**config.mk**
```make
export PLATFORM = sky130hd
export DESIGN_NAME = adc_conversion_control
export DESIGN_NICKNAME = d
export VERILOG_FILES = /design/src/rtl/adc_ctl_pkg.sv /design/src/rtl/adc_conversion_control.sv /design/src/rtl/conv_clk_divider.sv
export SDC_FILE = /design/constraint.sdc
export NUM_CORES = 1
export LEC_CHECK = 0
export ABC_AREA = 1
export ABC_CLOCK_PERIOD_IN_PS = 3600
export BUFFER_PORTS_ARGS = -buffer_cell sky130_fd_sc_hd__buf_4
export CORE_UTILIZATION = 45
export DETAILED_ROUTE_END_ITERATION = 10
export PLACE_DENSITY = 0.72
export SLEW_MARGIN = 25
export SYNTH_ARGS = -nofsm -noshare
export SYNTH_HDL_FRONTEND = slang
export SYNTH_HIERARCHICAL = 1
export SYNTH_SLANG_ARGS = --single-unit
```
**constraint.sdc**
```tcl
create_clock -name ref_clk_i -period 3.6 [get_ports ref_clk_i]
set_input_delay 0.36 -clock ref_clk_i [delete_from_list [all_inputs] [get_ports ref_clk_i]]
set_output_delay 0.36 -clock ref_clk_i [all_outputs]
set_load 0.05 [all_outputs]
```
**src/rtl/adc_ctl_pkg.sv**
```systemverilog
`default_nettype none
package adc_ctl_pkg;
    // register address in the special function space
    localparam logic [7:0] ADC_CONFIG_CONTROL_ADDR = 8'hEF;
    localparam logic [7:0] ADC_CONFIG_CONTROL_RESET = 8'h00;
    // field positions
    localparam int POWER_ON_BIT = 7;
    localparam int REF_SEL_BIT = 6;
    localparam int DIV_HI_BIT = 5;
    localparam int DIV_LO_BIT = 4;
    localparam int ACQ_HI_BIT = 3;
    localparam int ACQ_LO_BIT = 2;
    localparam int TIMER_TRIG_BIT = 1;
    localparam int PIN_TRIG_BIT = 0;
    // divider ratios per code
    localparam logic [5:0] DIV_CODE0 = 6'h08;
    localparam logic [5:0] DIV_CODE1 = 6'h04;
    localparam logic [5:0] DIV_CODE2 = 6'h10;
    localparam logic [5:0] DIV_CODE3 = 6'h20;
    // conversion phase length in converter clocks
    localparam logic [4:0] CONV_CLOCKS = 5'h11;
    // master clock period for timing figures
    localparam int MCLK_PERIOD_NS = 50;
    typedef enum logic [1:0] {
        ST_IDLE = 2'b00,
        ST_ACQ = 2'b01,
        ST_CONV = 2'b10
    } conv_state_t;
endpackage
`default_nettype wire

```
**src/rtl/adc_conversion_control.sv**
```systemverilog
// Function
// bit 7 powers the converter up or down
// bit 6 selects external reference
// divide code sets converter clock ratio
// software keeps converter clock within limit
// conversion phase lasts seventeen converter clocks
// bits 3:2 set acquisition of 1-4 clocks
// software should choose three or more clocks
// bit 1 lets timer overflow trigger
// bit 0 lets low pin pulse trigger
// register resets zero, byte access only
// pin synchronised, falling edge, ignored while busy
// conversion is acquisition then conversion phase
`default_nettype none
module adc_conversion_control
    import adc_ctl_pkg::*;
(
    input wire logic ref_clk_i,
    input wire logic rst_i,
    input wire logic [7:0] sfr_addr_i,     // special function address
    input wire logic sfr_wr_i,             // byte write strobe
    input wire logic [7:0] sfr_wdata_i,    // write data
    output logic [7:0] sfr_rdata_o,        // read data, zero when not addressed
    input wire logic timer_overflow_i,     // one-cycle pulse, same clock
    input wire logic convert_start_pin_n_i, // external pin, active low
    output logic converter_power_on_o,
    output logic ref_source_select_o,
    output logic conv_clk_tick_o,          // one-cycle converter clock tick
    output logic track_o,                  // acquisition under way
    output logic busy_o,                   // conversion in progress
    output logic result_ready_o            // one-cycle pulse at end
);
    ////////////////////////////////////////////////////////////////////
    // state
    typedef struct packed {
        logic [7:0] cfg;          // the control byte
        logic [2:0] pin_sync;     // three-stage synchroniser
        logic pin_level;          // agreed pin level
        conv_state_t state;
        logic [4:0] cnt;          // converter clocks left in phase
        logic done;
    } ctl_st_t;
    ctl_st_t st_r;
    ctl_st_t st_nxt;
    logic tick;
    logic pin_fall;
    logic trigger;

    ////////////////////////////////////////////////////////////////////
    // address decode, shared by write, readback and checks
    function automatic logic is_cfg_addr(input logic [7:0] addr);
        // the byte has one home; every other address misses
        return addr == ADC_CONFIG_CONTROL_ADDR;
    endfunction

    ////////////////////////////////////////////////////////////////////
    // converter clock
    conv_clk_divider u_div (
        .ref_clk_i(ref_clk_i),
        .rst_i(rst_i),
        .run_i(st_r.cfg[POWER_ON_BIT]),
        .div_sel_i(st_r.cfg[DIV_HI_BIT:DIV_LO_BIT]),
        .tick_o(tick)
    );

    ////////////////////////////////////////////////////////////////////
    // trigger decode
    always_comb begin
        // edge on agreed stages
        pin_fall = st_r.pin_level && (st_r.pin_sync[2:1] == 2'b00);
        // timer trigger gated
        // pin trigger gated
        trigger = st_r.cfg[POWER_ON_BIT] &&
                  ((st_r.cfg[TIMER_TRIG_BIT] && timer_overflow_i) ||
                   (st_r.cfg[PIN_TRIG_BIT] && pin_fall));
    end

    // next state
    always_comb begin
        st_nxt = st_r;
        st_nxt.done = 1'b0;
        // whole byte write only
        if (sfr_wr_i && is_cfg_addr(sfr_addr_i)) begin
            st_nxt.cfg = sfr_wdata_i;
        end
        // first stage only feeds the second
        st_nxt.pin_sync = {st_r.pin_sync[1:0], convert_start_pin_n_i};
        if (st_r.pin_sync[2] == st_r.pin_sync[1]) begin
            st_nxt.pin_level = st_r.pin_sync[2];
        end
        unique case (st_r.state)
            ST_IDLE: begin
                // triggers only taken when idle
                if (trigger) begin
                    st_nxt.state = ST_ACQ;
                    // acquisition length from code
                    st_nxt.cnt = {3'b000, st_r.cfg[ACQ_HI_BIT:ACQ_LO_BIT]} + 5'h01;
                end
            end
            ST_ACQ: begin
                // acquisition precedes conversion
                if (tick) begin
                    if (st_r.cnt == 5'h01) begin
                        st_nxt.state = ST_CONV;
                        // seventeen clock conversion
                        st_nxt.cnt = CONV_CLOCKS;
                    end else begin
                        st_nxt.cnt = st_r.cnt - 5'h01;
                    end
                end
            end
            ST_CONV: begin
                if (tick) begin
                    if (st_r.cnt == 5'h01) begin
                        st_nxt.state = ST_IDLE;
                        st_nxt.cnt = 5'h00;
                        st_nxt.done = 1'b1;
                    end else begin
                        st_nxt.cnt = st_r.cnt - 5'h01;
                    end
                end
            end
            default: begin
                st_nxt.state = ST_IDLE;
            end
        endcase
        // power down aborts any conversion
        if (!st_r.cfg[POWER_ON_BIT]) begin
            st_nxt.state = ST_IDLE;
            st_nxt.cnt = 5'h00;
            st_nxt.done = 1'b0;
        end
    end

    // registers; pin idles high so the synchroniser resets high
    always_ff @(posedge ref_clk_i or posedge rst_i) begin
        if (rst_i) begin
            st_r.cfg <= ADC_CONFIG_CONTROL_RESET;
            st_r.pin_sync <= 3'b111;
            st_r.pin_level <= 1'b1;
            st_r.state <= ST_IDLE;
            st_r.cnt <= 5'h00;
            st_r.done <= 1'b0;
        end else begin
            st_r <= st_nxt;
        end
    end

    ////////////////////////////////////////////////////////////////////
    // outputs
    // readback of the byte
    assign sfr_rdata_o = is_cfg_addr(sfr_addr_i) ? st_r.cfg : 8'h00;
    // power output
    assign converter_power_on_o = st_r.cfg[POWER_ON_BIT];
    // reference select output
    assign ref_source_select_o = st_r.cfg[REF_SEL_BIT];
    assign conv_clk_tick_o = tick;
    assign track_o = (st_r.state == ST_ACQ);
    assign busy_o = (st_r.state != ST_IDLE);
    assign result_ready_o = st_r.done;

    ////////////////////////////////////////////////////////////////////
    // checks
    // software, not hardware, keeps the converter clock slow enough;
    // nothing here refuses a fast ratio
    // reset clears byte
    AST_RESET_ZERO: assert property (@(posedge ref_clk_i)
        $fell(rst_i) |-> st_r.cfg == ADC_CONFIG_CONTROL_RESET)
        else $error("config not zero after reset");
    // byte write lands
    AST_WRITE_STORES: assert property (@(posedge ref_clk_i) disable iff (rst_i)
        sfr_wr_i && is_cfg_addr(sfr_addr_i) |=> sfr_rdata_o == $past(sfr_wdata_i) || !is_cfg_addr(sfr_addr_i))
        else $error("byte write not stored");
    // other addresses read zero
    AST_OTHER_ADDR_ZERO: assert property (@(posedge ref_clk_i) disable iff (rst_i)
        !is_cfg_addr(sfr_addr_i) |-> sfr_rdata_o == 8'h00)
        else $error("unaddressed read not zero");
    // power follows write
    AST_POWER_FOLLOWS: assert property (@(posedge ref_clk_i) disable iff (rst_i)
        sfr_wr_i && is_cfg_addr(sfr_addr_i) |=> converter_power_on_o == $past(sfr_wdata_i[POWER_ON_BIT]))
        else $error("power bit not taken from write");
    // powered down stays quiet
    AST_POWER_OFF_IDLE: assert property (@(posedge ref_clk_i) disable iff (rst_i)
        !converter_power_on_o |=> !busy_o && !tick)
        else $error("activity while powered down");
    // reference follows write
    AST_REF_FOLLOWS: assert property (@(posedge ref_clk_i) disable iff (rst_i)
        sfr_wr_i && is_cfg_addr(sfr_addr_i) |=> ref_source_select_o == $past(sfr_wdata_i[REF_SEL_BIT]))
        else $error("reference select mismatch");
    // divide-by-eight spacing; a write mid-period aborts the attempt
    AST_DIV8_PERIOD: assert property (@(posedge ref_clk_i) disable iff (rst_i || sfr_wr_i)
        tick && st_r.cfg[DIV_HI_BIT:DIV_LO_BIT] == 2'b00 && $stable(st_r.cfg) |=> !tick [*7] ##1 tick)
        else $error("divide by eight period wrong");
    // overflow starts acquisition
    AST_TIMER_TRIG: assert property (@(posedge ref_clk_i) disable iff (rst_i)
        !busy_o && converter_power_on_o && st_r.cfg[TIMER_TRIG_BIT] && timer_overflow_i |=> track_o)
        else $error("timer overflow did not start");
    // no enabled trigger, no start
    AST_NO_TRIG: assert property (@(posedge ref_clk_i) disable iff (rst_i)
        !busy_o && !(st_r.cfg[TIMER_TRIG_BIT] && timer_overflow_i) &&
        !(st_r.cfg[PIN_TRIG_BIT] && pin_fall) |=> !busy_o)
        else $error("conversion without enabled trigger");
    // pin fall starts acquisition
    AST_PIN_TRIG: assert property (@(posedge ref_clk_i) disable iff (rst_i)
        !busy_o && converter_power_on_o && st_r.cfg[PIN_TRIG_BIT] && pin_fall |=> track_o)
        else $error("pin edge did not start");
    // one fall, one event
    AST_PIN_ONE_EVENT: assert property (@(posedge ref_clk_i) disable iff (rst_i)
        pin_fall |=> !pin_fall)
        else $error("pin fall seen twice");
    // busy ignores triggers
    AST_BUSY_HOLDS: assert property (@(posedge ref_clk_i) disable iff (rst_i)
        busy_o && converter_power_on_o && !(tick && st_r.cnt == 5'h01 && !track_o) |=> busy_o)
        else $error("busy dropped early");
    // conversion starts at seventeen
    AST_ACQ_TO_CONV: assert property (@(posedge ref_clk_i) disable iff (rst_i)
        track_o ##1 !track_o && busy_o |-> st_r.cnt == CONV_CLOCKS)
        else $error("conversion phase not seventeen");
    // acquisition count from code in force at the trigger
    AST_ACQ_LEN: assert property (@(posedge ref_clk_i) disable iff (rst_i)
        $rose(track_o) |-> st_r.cnt == {3'b000, $past(st_r.cfg[ACQ_HI_BIT:ACQ_LO_BIT])} + 5'h01)
        else $error("acquisition length wrong");
    // last acquisition tick hands over
    AST_ACQ_END: assert property (@(posedge ref_clk_i) disable iff (rst_i)
        track_o && tick && st_r.cnt == 5'h01 && converter_power_on_o |=> busy_o && !track_o)
        else $error("acquisition did not hand over");
    // last conversion tick ends
    AST_CONV_END: assert property (@(posedge ref_clk_i) disable iff (rst_i)
        busy_o && !track_o && tick && st_r.cnt == 5'h01 && converter_power_on_o
        |=> result_ready_o && !busy_o)
        else $error("conversion did not finish on count");
    // result only after conversion
    AST_DONE_AFTER_CONV: assert property (@(posedge ref_clk_i) disable iff (rst_i)
        result_ready_o |-> $past(st_r.state) == ST_CONV && !busy_o)
        else $error("result without conversion");
    COV_TIMER: cover property (@(posedge ref_clk_i) st_r.cfg[TIMER_TRIG_BIT] && timer_overflow_i && !busy_o);
    COV_PIN: cover property (@(posedge ref_clk_i) st_r.cfg[PIN_TRIG_BIT] && pin_fall && !busy_o);
    COV_DONE: cover property (@(posedge ref_clk_i) result_ready_o);
    COV_BUSY_EDGE: cover property (@(posedge ref_clk_i) busy_o && pin_fall);
    COV_LONG_ACQ: cover property (@(posedge ref_clk_i) $rose(track_o) && st_r.cfg[ACQ_HI_BIT:ACQ_LO_BIT] == 2'b11);
endmodule
`default_nettype wire

```
**src/rtl/conv_clk_divider.sv**
```systemverilog
`default_nettype none
// makes a one-cycle converter clock tick every ratio master clocks
module conv_clk_divider
    import adc_ctl_pkg::*;
(
    input wire logic ref_clk_i,
    input wire logic rst_i,
    input wire logic run_i,
    input wire logic [1:0] div_sel_i,
    output logic tick_o
);
    typedef struct packed {
        logic [5:0] cnt;
        logic tick;
    } div_st_t;
    div_st_t st_r;
    div_st_t st_nxt;
    logic [5:0] ratio;

    // ratio decode
    // code to divide ratio
    always_comb begin
        unique case (div_sel_i)
            2'b00: ratio = DIV_CODE0;
            2'b01: ratio = DIV_CODE1;
            2'b10: ratio = DIV_CODE2;
            2'b11: ratio = DIV_CODE3;
        endcase
    end

    // free counter, held in reset while powered down
    always_comb begin
        st_nxt = st_r;
        st_nxt.tick = 1'b0;
        if (!run_i) begin
            st_nxt.cnt = 6'h00;
        end else if (st_r.cnt >= ratio - 6'h01) begin
            st_nxt.cnt = 6'h00;
            st_nxt.tick = 1'b1;
        end else begin
            st_nxt.cnt = st_r.cnt + 6'h01;
        end
    end

    always_ff @(posedge ref_clk_i or posedge rst_i) begin
        if (rst_i) begin
            st_r <= '0;
        end else begin
            st_r <= st_nxt;
        end
    end

    assign tick_o = st_r.tick;
endmodule
`default_nettype wire

```
---- Word level (Yosys, flattened, before mapping) ----
Cells that the tools add are included.
cells by class
  $add $sub $neg .......................... 4
  mux-type cells .......................... 18
  divide/modulo/power cells ............... 0
  multiply operators ...................... 0
  equal/unequal tests ..................... 14
  reduce and logical (&&, ||, !) cells .... 12
  bitwise gates (word level) .............. 0
  shift operators ......................... 0
  magnitude comparators ................... 1
operator list
  kind                 count
  $mux 8               3
  $pmux 6 s4           1
  $pmux 5 s3           1
  $mux 7               2
  $mux 6               2
  $mux 5               2
  $ne 3x2->1 const B   3
  $eq 8x8->1 const B   1
  $add 6x1->6 const B  1
  $eq 2x2->1 const B   3
  $ge 6x6->1           1
  $logic_not 2->1      3
  $ne 3x3->1 const B   2
  $pmux 2 s3           1
  $sub 6x1->6 const B  1
  $eq 5x1->1 const B   1
  $logic_and 1x1->1    5
  $reduce_and 5->1     1
  $sub 5x1->5 const B  1
  $eq 2x1->1 const B   2
  $mux 1               4
  $mux 2               2
  $ne 4x2->1 const B   1
  $reduce_and 4->1     1
  other kinds (4)      4
storage, ports and cells
  RAM bits ................................ 0
  bits in read-only memories .............. 0
  memories ................................ 0
  bits in latches ......................... 0
  register bits after elaboration ......... 27
  word-level logic and storage cells ...... 57
  output and inout bits ................... 14

---- Depth between registers and ports, before layout ----
  depth in word-level cells ............... 8
  gate-level depth with buffers ........... 9
  gate-level depth less buffers ........... 9

---- By module ----
The synthesis kept the hierarchy.
by module, submodules not included
  module                  sequential area each (sq um)  times used  cells an instance  area an instance (sq um)
  adc_conversion_control  505.5                         1           154                1198.6
  conv_clk_divider        175.2                         1           48                 410.4

---- Worst setup path after synthesis ----
No wires, ideal clock.
  path kind ............................... register -> output
  start point ............................. reg st_r, in the netlist converter_power_on_o
  end point ............................... out sfr_rdata_o[7]
  slack ................................... 1.607 ns
  required time ........................... 3.240 ns
  cell stages (with the launch flop) ...... 3
  arrival time ............................ 1.633 ns
  path through ............................ dfrtp_1 inv_1 nor2_1
on the way
  longest elaborated chain between the ends .. 1
RTL lines
  item                      RTL line                       text
  start: declaration        adc_conversion_control.sv:43   ctl_st_t st_r;
  start signal: assignment  adc_conversion_control.sv:145  st_r <= st_nxt;
  $mux 8                    adc_conversion_control.sv:152  assign sfr_rdata_o = is_cfg_addr(sfr_addr_i) ? st_r.cfg : 8'h00;
  end: declaration          adc_conversion_control.sv:23   output logic [7:0] sfr_rdata_o,
Every way passes these cells.

---- Final worst setup path ----
Ends and elaborated chain as after synthesis.

==> impl_metrics.ini <==
[status]
outcome = complete, no violations

[synth]
yosysWarnings = 6
synthFlopType = dfrtp_1
synth.distinct_cells = 24
async_reset_ff_share_pct = 100
synth_seq_area_share_pct = 42.3
syn_inst = 202
syn-cell-area_mm2 = 0.00161
ys_ff_latch = 27
syn_nets = 235
synth_edf_count = 0
postSynthAreaPerCell_um2 = 7.97

[global_route]
grt_overflow = 0
grt_max_degree = 21
grt_pass1_vias = 1178
antenna_found_initial = 0
grt_use_total_pct = 18.0
grt_pass1_wl_um = 5030

[setup_path]
crit_chain = inv_1 -> nor2_1 -> buf_4
critPathKind = flip-flop to output port
critPathBufInv = 2
r2r_slack_ns = 2.07
r2r-start = st_r[7]
rr_worst_depth = 9
start_kind = flip-flop
endpoint_kind = output port
path_depth = 3
crit_slowest_cell = dfrtp_1
crit_path_max_fanout = 10
reg2reg_to = st_r[5]
slowest_delay_ns = 0.56
critical_path.endpoint = sfr_rdata_o[7]
cp_top_family = flip-flops
crit_start = converter_power_on_o
cp.required_ns = 3.24
crit_arrival_ns = 1.43

[sta]
setup_viol = 0
tns_ns = 0
finalCritPeriodShare_pct = 49.7
tightest_slew_ns = 0.770
slew-limit-headroom_pct = 48.6
fin_skew_ns = 0.00937
slew_violations = 0
hold_violations = 0
rsz0062_at_grt = false
setup_ws_ns = 1.81
max_freq_ghz = 0.559
period_needed_ns = 1.79

[clock_tree]
cts.sinks = 27
clk_latency_ns = 0.32
cts_tree = yes
clk_path_buf_depth = 2
clkSlewWorstSetupHoldPaths_ns = 0.13
cts_setup_buffers = 0
h-tree-depth = 1
cts_buffers = 3
clock-root-buffer = clkbuf_4

[routing]
viasPerCell = 4.70
drc = 0
vias = 1343
first_pass_iters = 4
drt_iter0_drc = 66
finalWirelength_um = 3020
wl_per_cell_um = 10.5
ant_nets = 0

[placed_design]
placed_cells = 281
dpl.hpwl_um = 2370
gp_congestion = 0.819
dp_worst_setup_slack_ns = 2.06
port-buffer-count = 34

[pwr]
vdd_ir_drop_max_v = 0.000254
powerDensity_mw_per_mm2 = 648
leakagePower_uw = 0.00111

[floorplan]
fp.dieH_um = 61.8
dieArea_mm2 = 0.00382
top_level_ports = 35
fp-row-count = 21
core_mm2 = 0.00339
die_w_um = 61.8
start_util_pct = 47.5

[hold_path]
hold_path_class = input pin to flip-flop

[cells_and_area]
seqCellArea_um2 = 681
utilization_pct = 57.3
final_net_count = 274
multiInputGateArea_um2 = 797
drive_gt1_share_pct = 23.3
instances_no_fill = 286
insertedDiodeCount = 0
area_growth_pct = 20.8
n_fill_cell = 306

[flow_run]
cap_violations = 0
cell usage in the layout (no fill, tap or decap), drive strengths merged:
| master | n |
|---|---|
| dfrtp | 23 |
| dlygate4sd3 | 1 |
| a21boi | 1 |
| nor3 | 2 |
| a21oi | 5 |
| clkbuf | 4 |
| nand3 | 17 |
| buf | 34 |
| o21ai | 13 |
| ha | 12 |
| nand2 | 54 |
| inv | 31 |
| nand4 | 2 |
| xor2 | 3 |
| xnor2 | 2 |
| conb | 1 |
| nor2 | 31 |
| dfstp | 4 |
layer usage:
metal  GRT usage (%)  vias up  routed length [um]
met5               0        -                   0
met4            9.21        0                  59
met3            2.28        6                 145
met2            27.5       43                1290
met1            25.0      588                1530
li1                -      706                   -
how the worst min path moves through the flow:
stage,start,endpoint,depth (start not counted)
after floorplan,rst_i,u_div/st_r[1],1
final,convert_start_pin_n_i,st_nxt[10],1
after CTS,convert_start_pin_n_i,st_nxt[10],1
after detailed placement,rst_i,u_div/tick_o,2
after global placement,rst_i,u_div/st_r[6],2
after global routing,convert_start_pin_n_i,st_nxt[10],1
state kept, by name (all words and copies together), names as in the netlist:
| register | cells |
|---|---|
| st_r | 15 |
| st_nxt | 2 |
| u_div/tick_o | 1 |
| u_div/st_r | 6 |
| result_ready_o | 1 |
| ref_source_select_o | 1 |
| converter_power_on_o | 1 |
report_power, final:
part,switching [uW],internal [uW],leakage [uW],total (uW)
clock network,87.4,43.4,0.0000150,131
registers,83.9,387,0.000311,471
logic,409,248,0.000780,657
total,580,679,0.00111,1260
per-stage QoR:
| stage | total power (uW) | hold slack, ns | instance area [um^2] |
|---|---|---|---|
| after global routing | 1390 | 0.111 | 1940 |
| after global placement | 1120 | 0.323 | 1910 |
| after floorplan | 980 | 0.163 | 1610 |
| final | 1260 | 0.132 | 1940 |
| after CTS | 1270 | 0.123 | 1940 |
| after detailed placement | 1130 | 0.328 | 1910 |
cell families (layout without fill, tap and decap cells):
family,Yosys count,count (layout),synth area share (%)
adders and majority gates,12,12,9.33
xor gates and xnor gates,5,5,2.72
DFF,27,27,42.3
and+or+nand+nor,106,106,30.5
AOI/OAI and AO/OA,19,19,6.77
other,1,1,0.233
buffers and inverters,32,70,8.16
synthesized netlist by cell type, types with 3 or more instances:
cell type	instances	area share, %
nand3_2	3	1.9
nand3_1	14	4.4
dfrtp_1	23	36
nand2_1	50	12
a21oi_1	5	1.6
inv_1	31	7.2
nor2_1	27	6.3
o21ai_2	3	1.6
dfstp_2	4	6.5
nand2_2	3	1.2
xor2_1	3	1.6
o21ai_0	10	3.1
ha_1	12	9.3
timing repair:
| item | 4_1_cts | 5_1_grt |
|---|---|---|
| hold endpoints to repair | 7 | 0 |
| resized for setup | 0 | 0 |
| hold buffers | 1 | 0 |
area by class of cell:
cell class / instances / share of cell area [%]
multi-input combinational: 143 / 41.0
sequential: 27 / 35.0
timing repair buffer: 35 / 13.7
inverter: 31 / 5.99
tap: 46 / 2.96
clock buffer: 4 / 1.35
No activity file was read; power rests on OpenSTA's default activity.
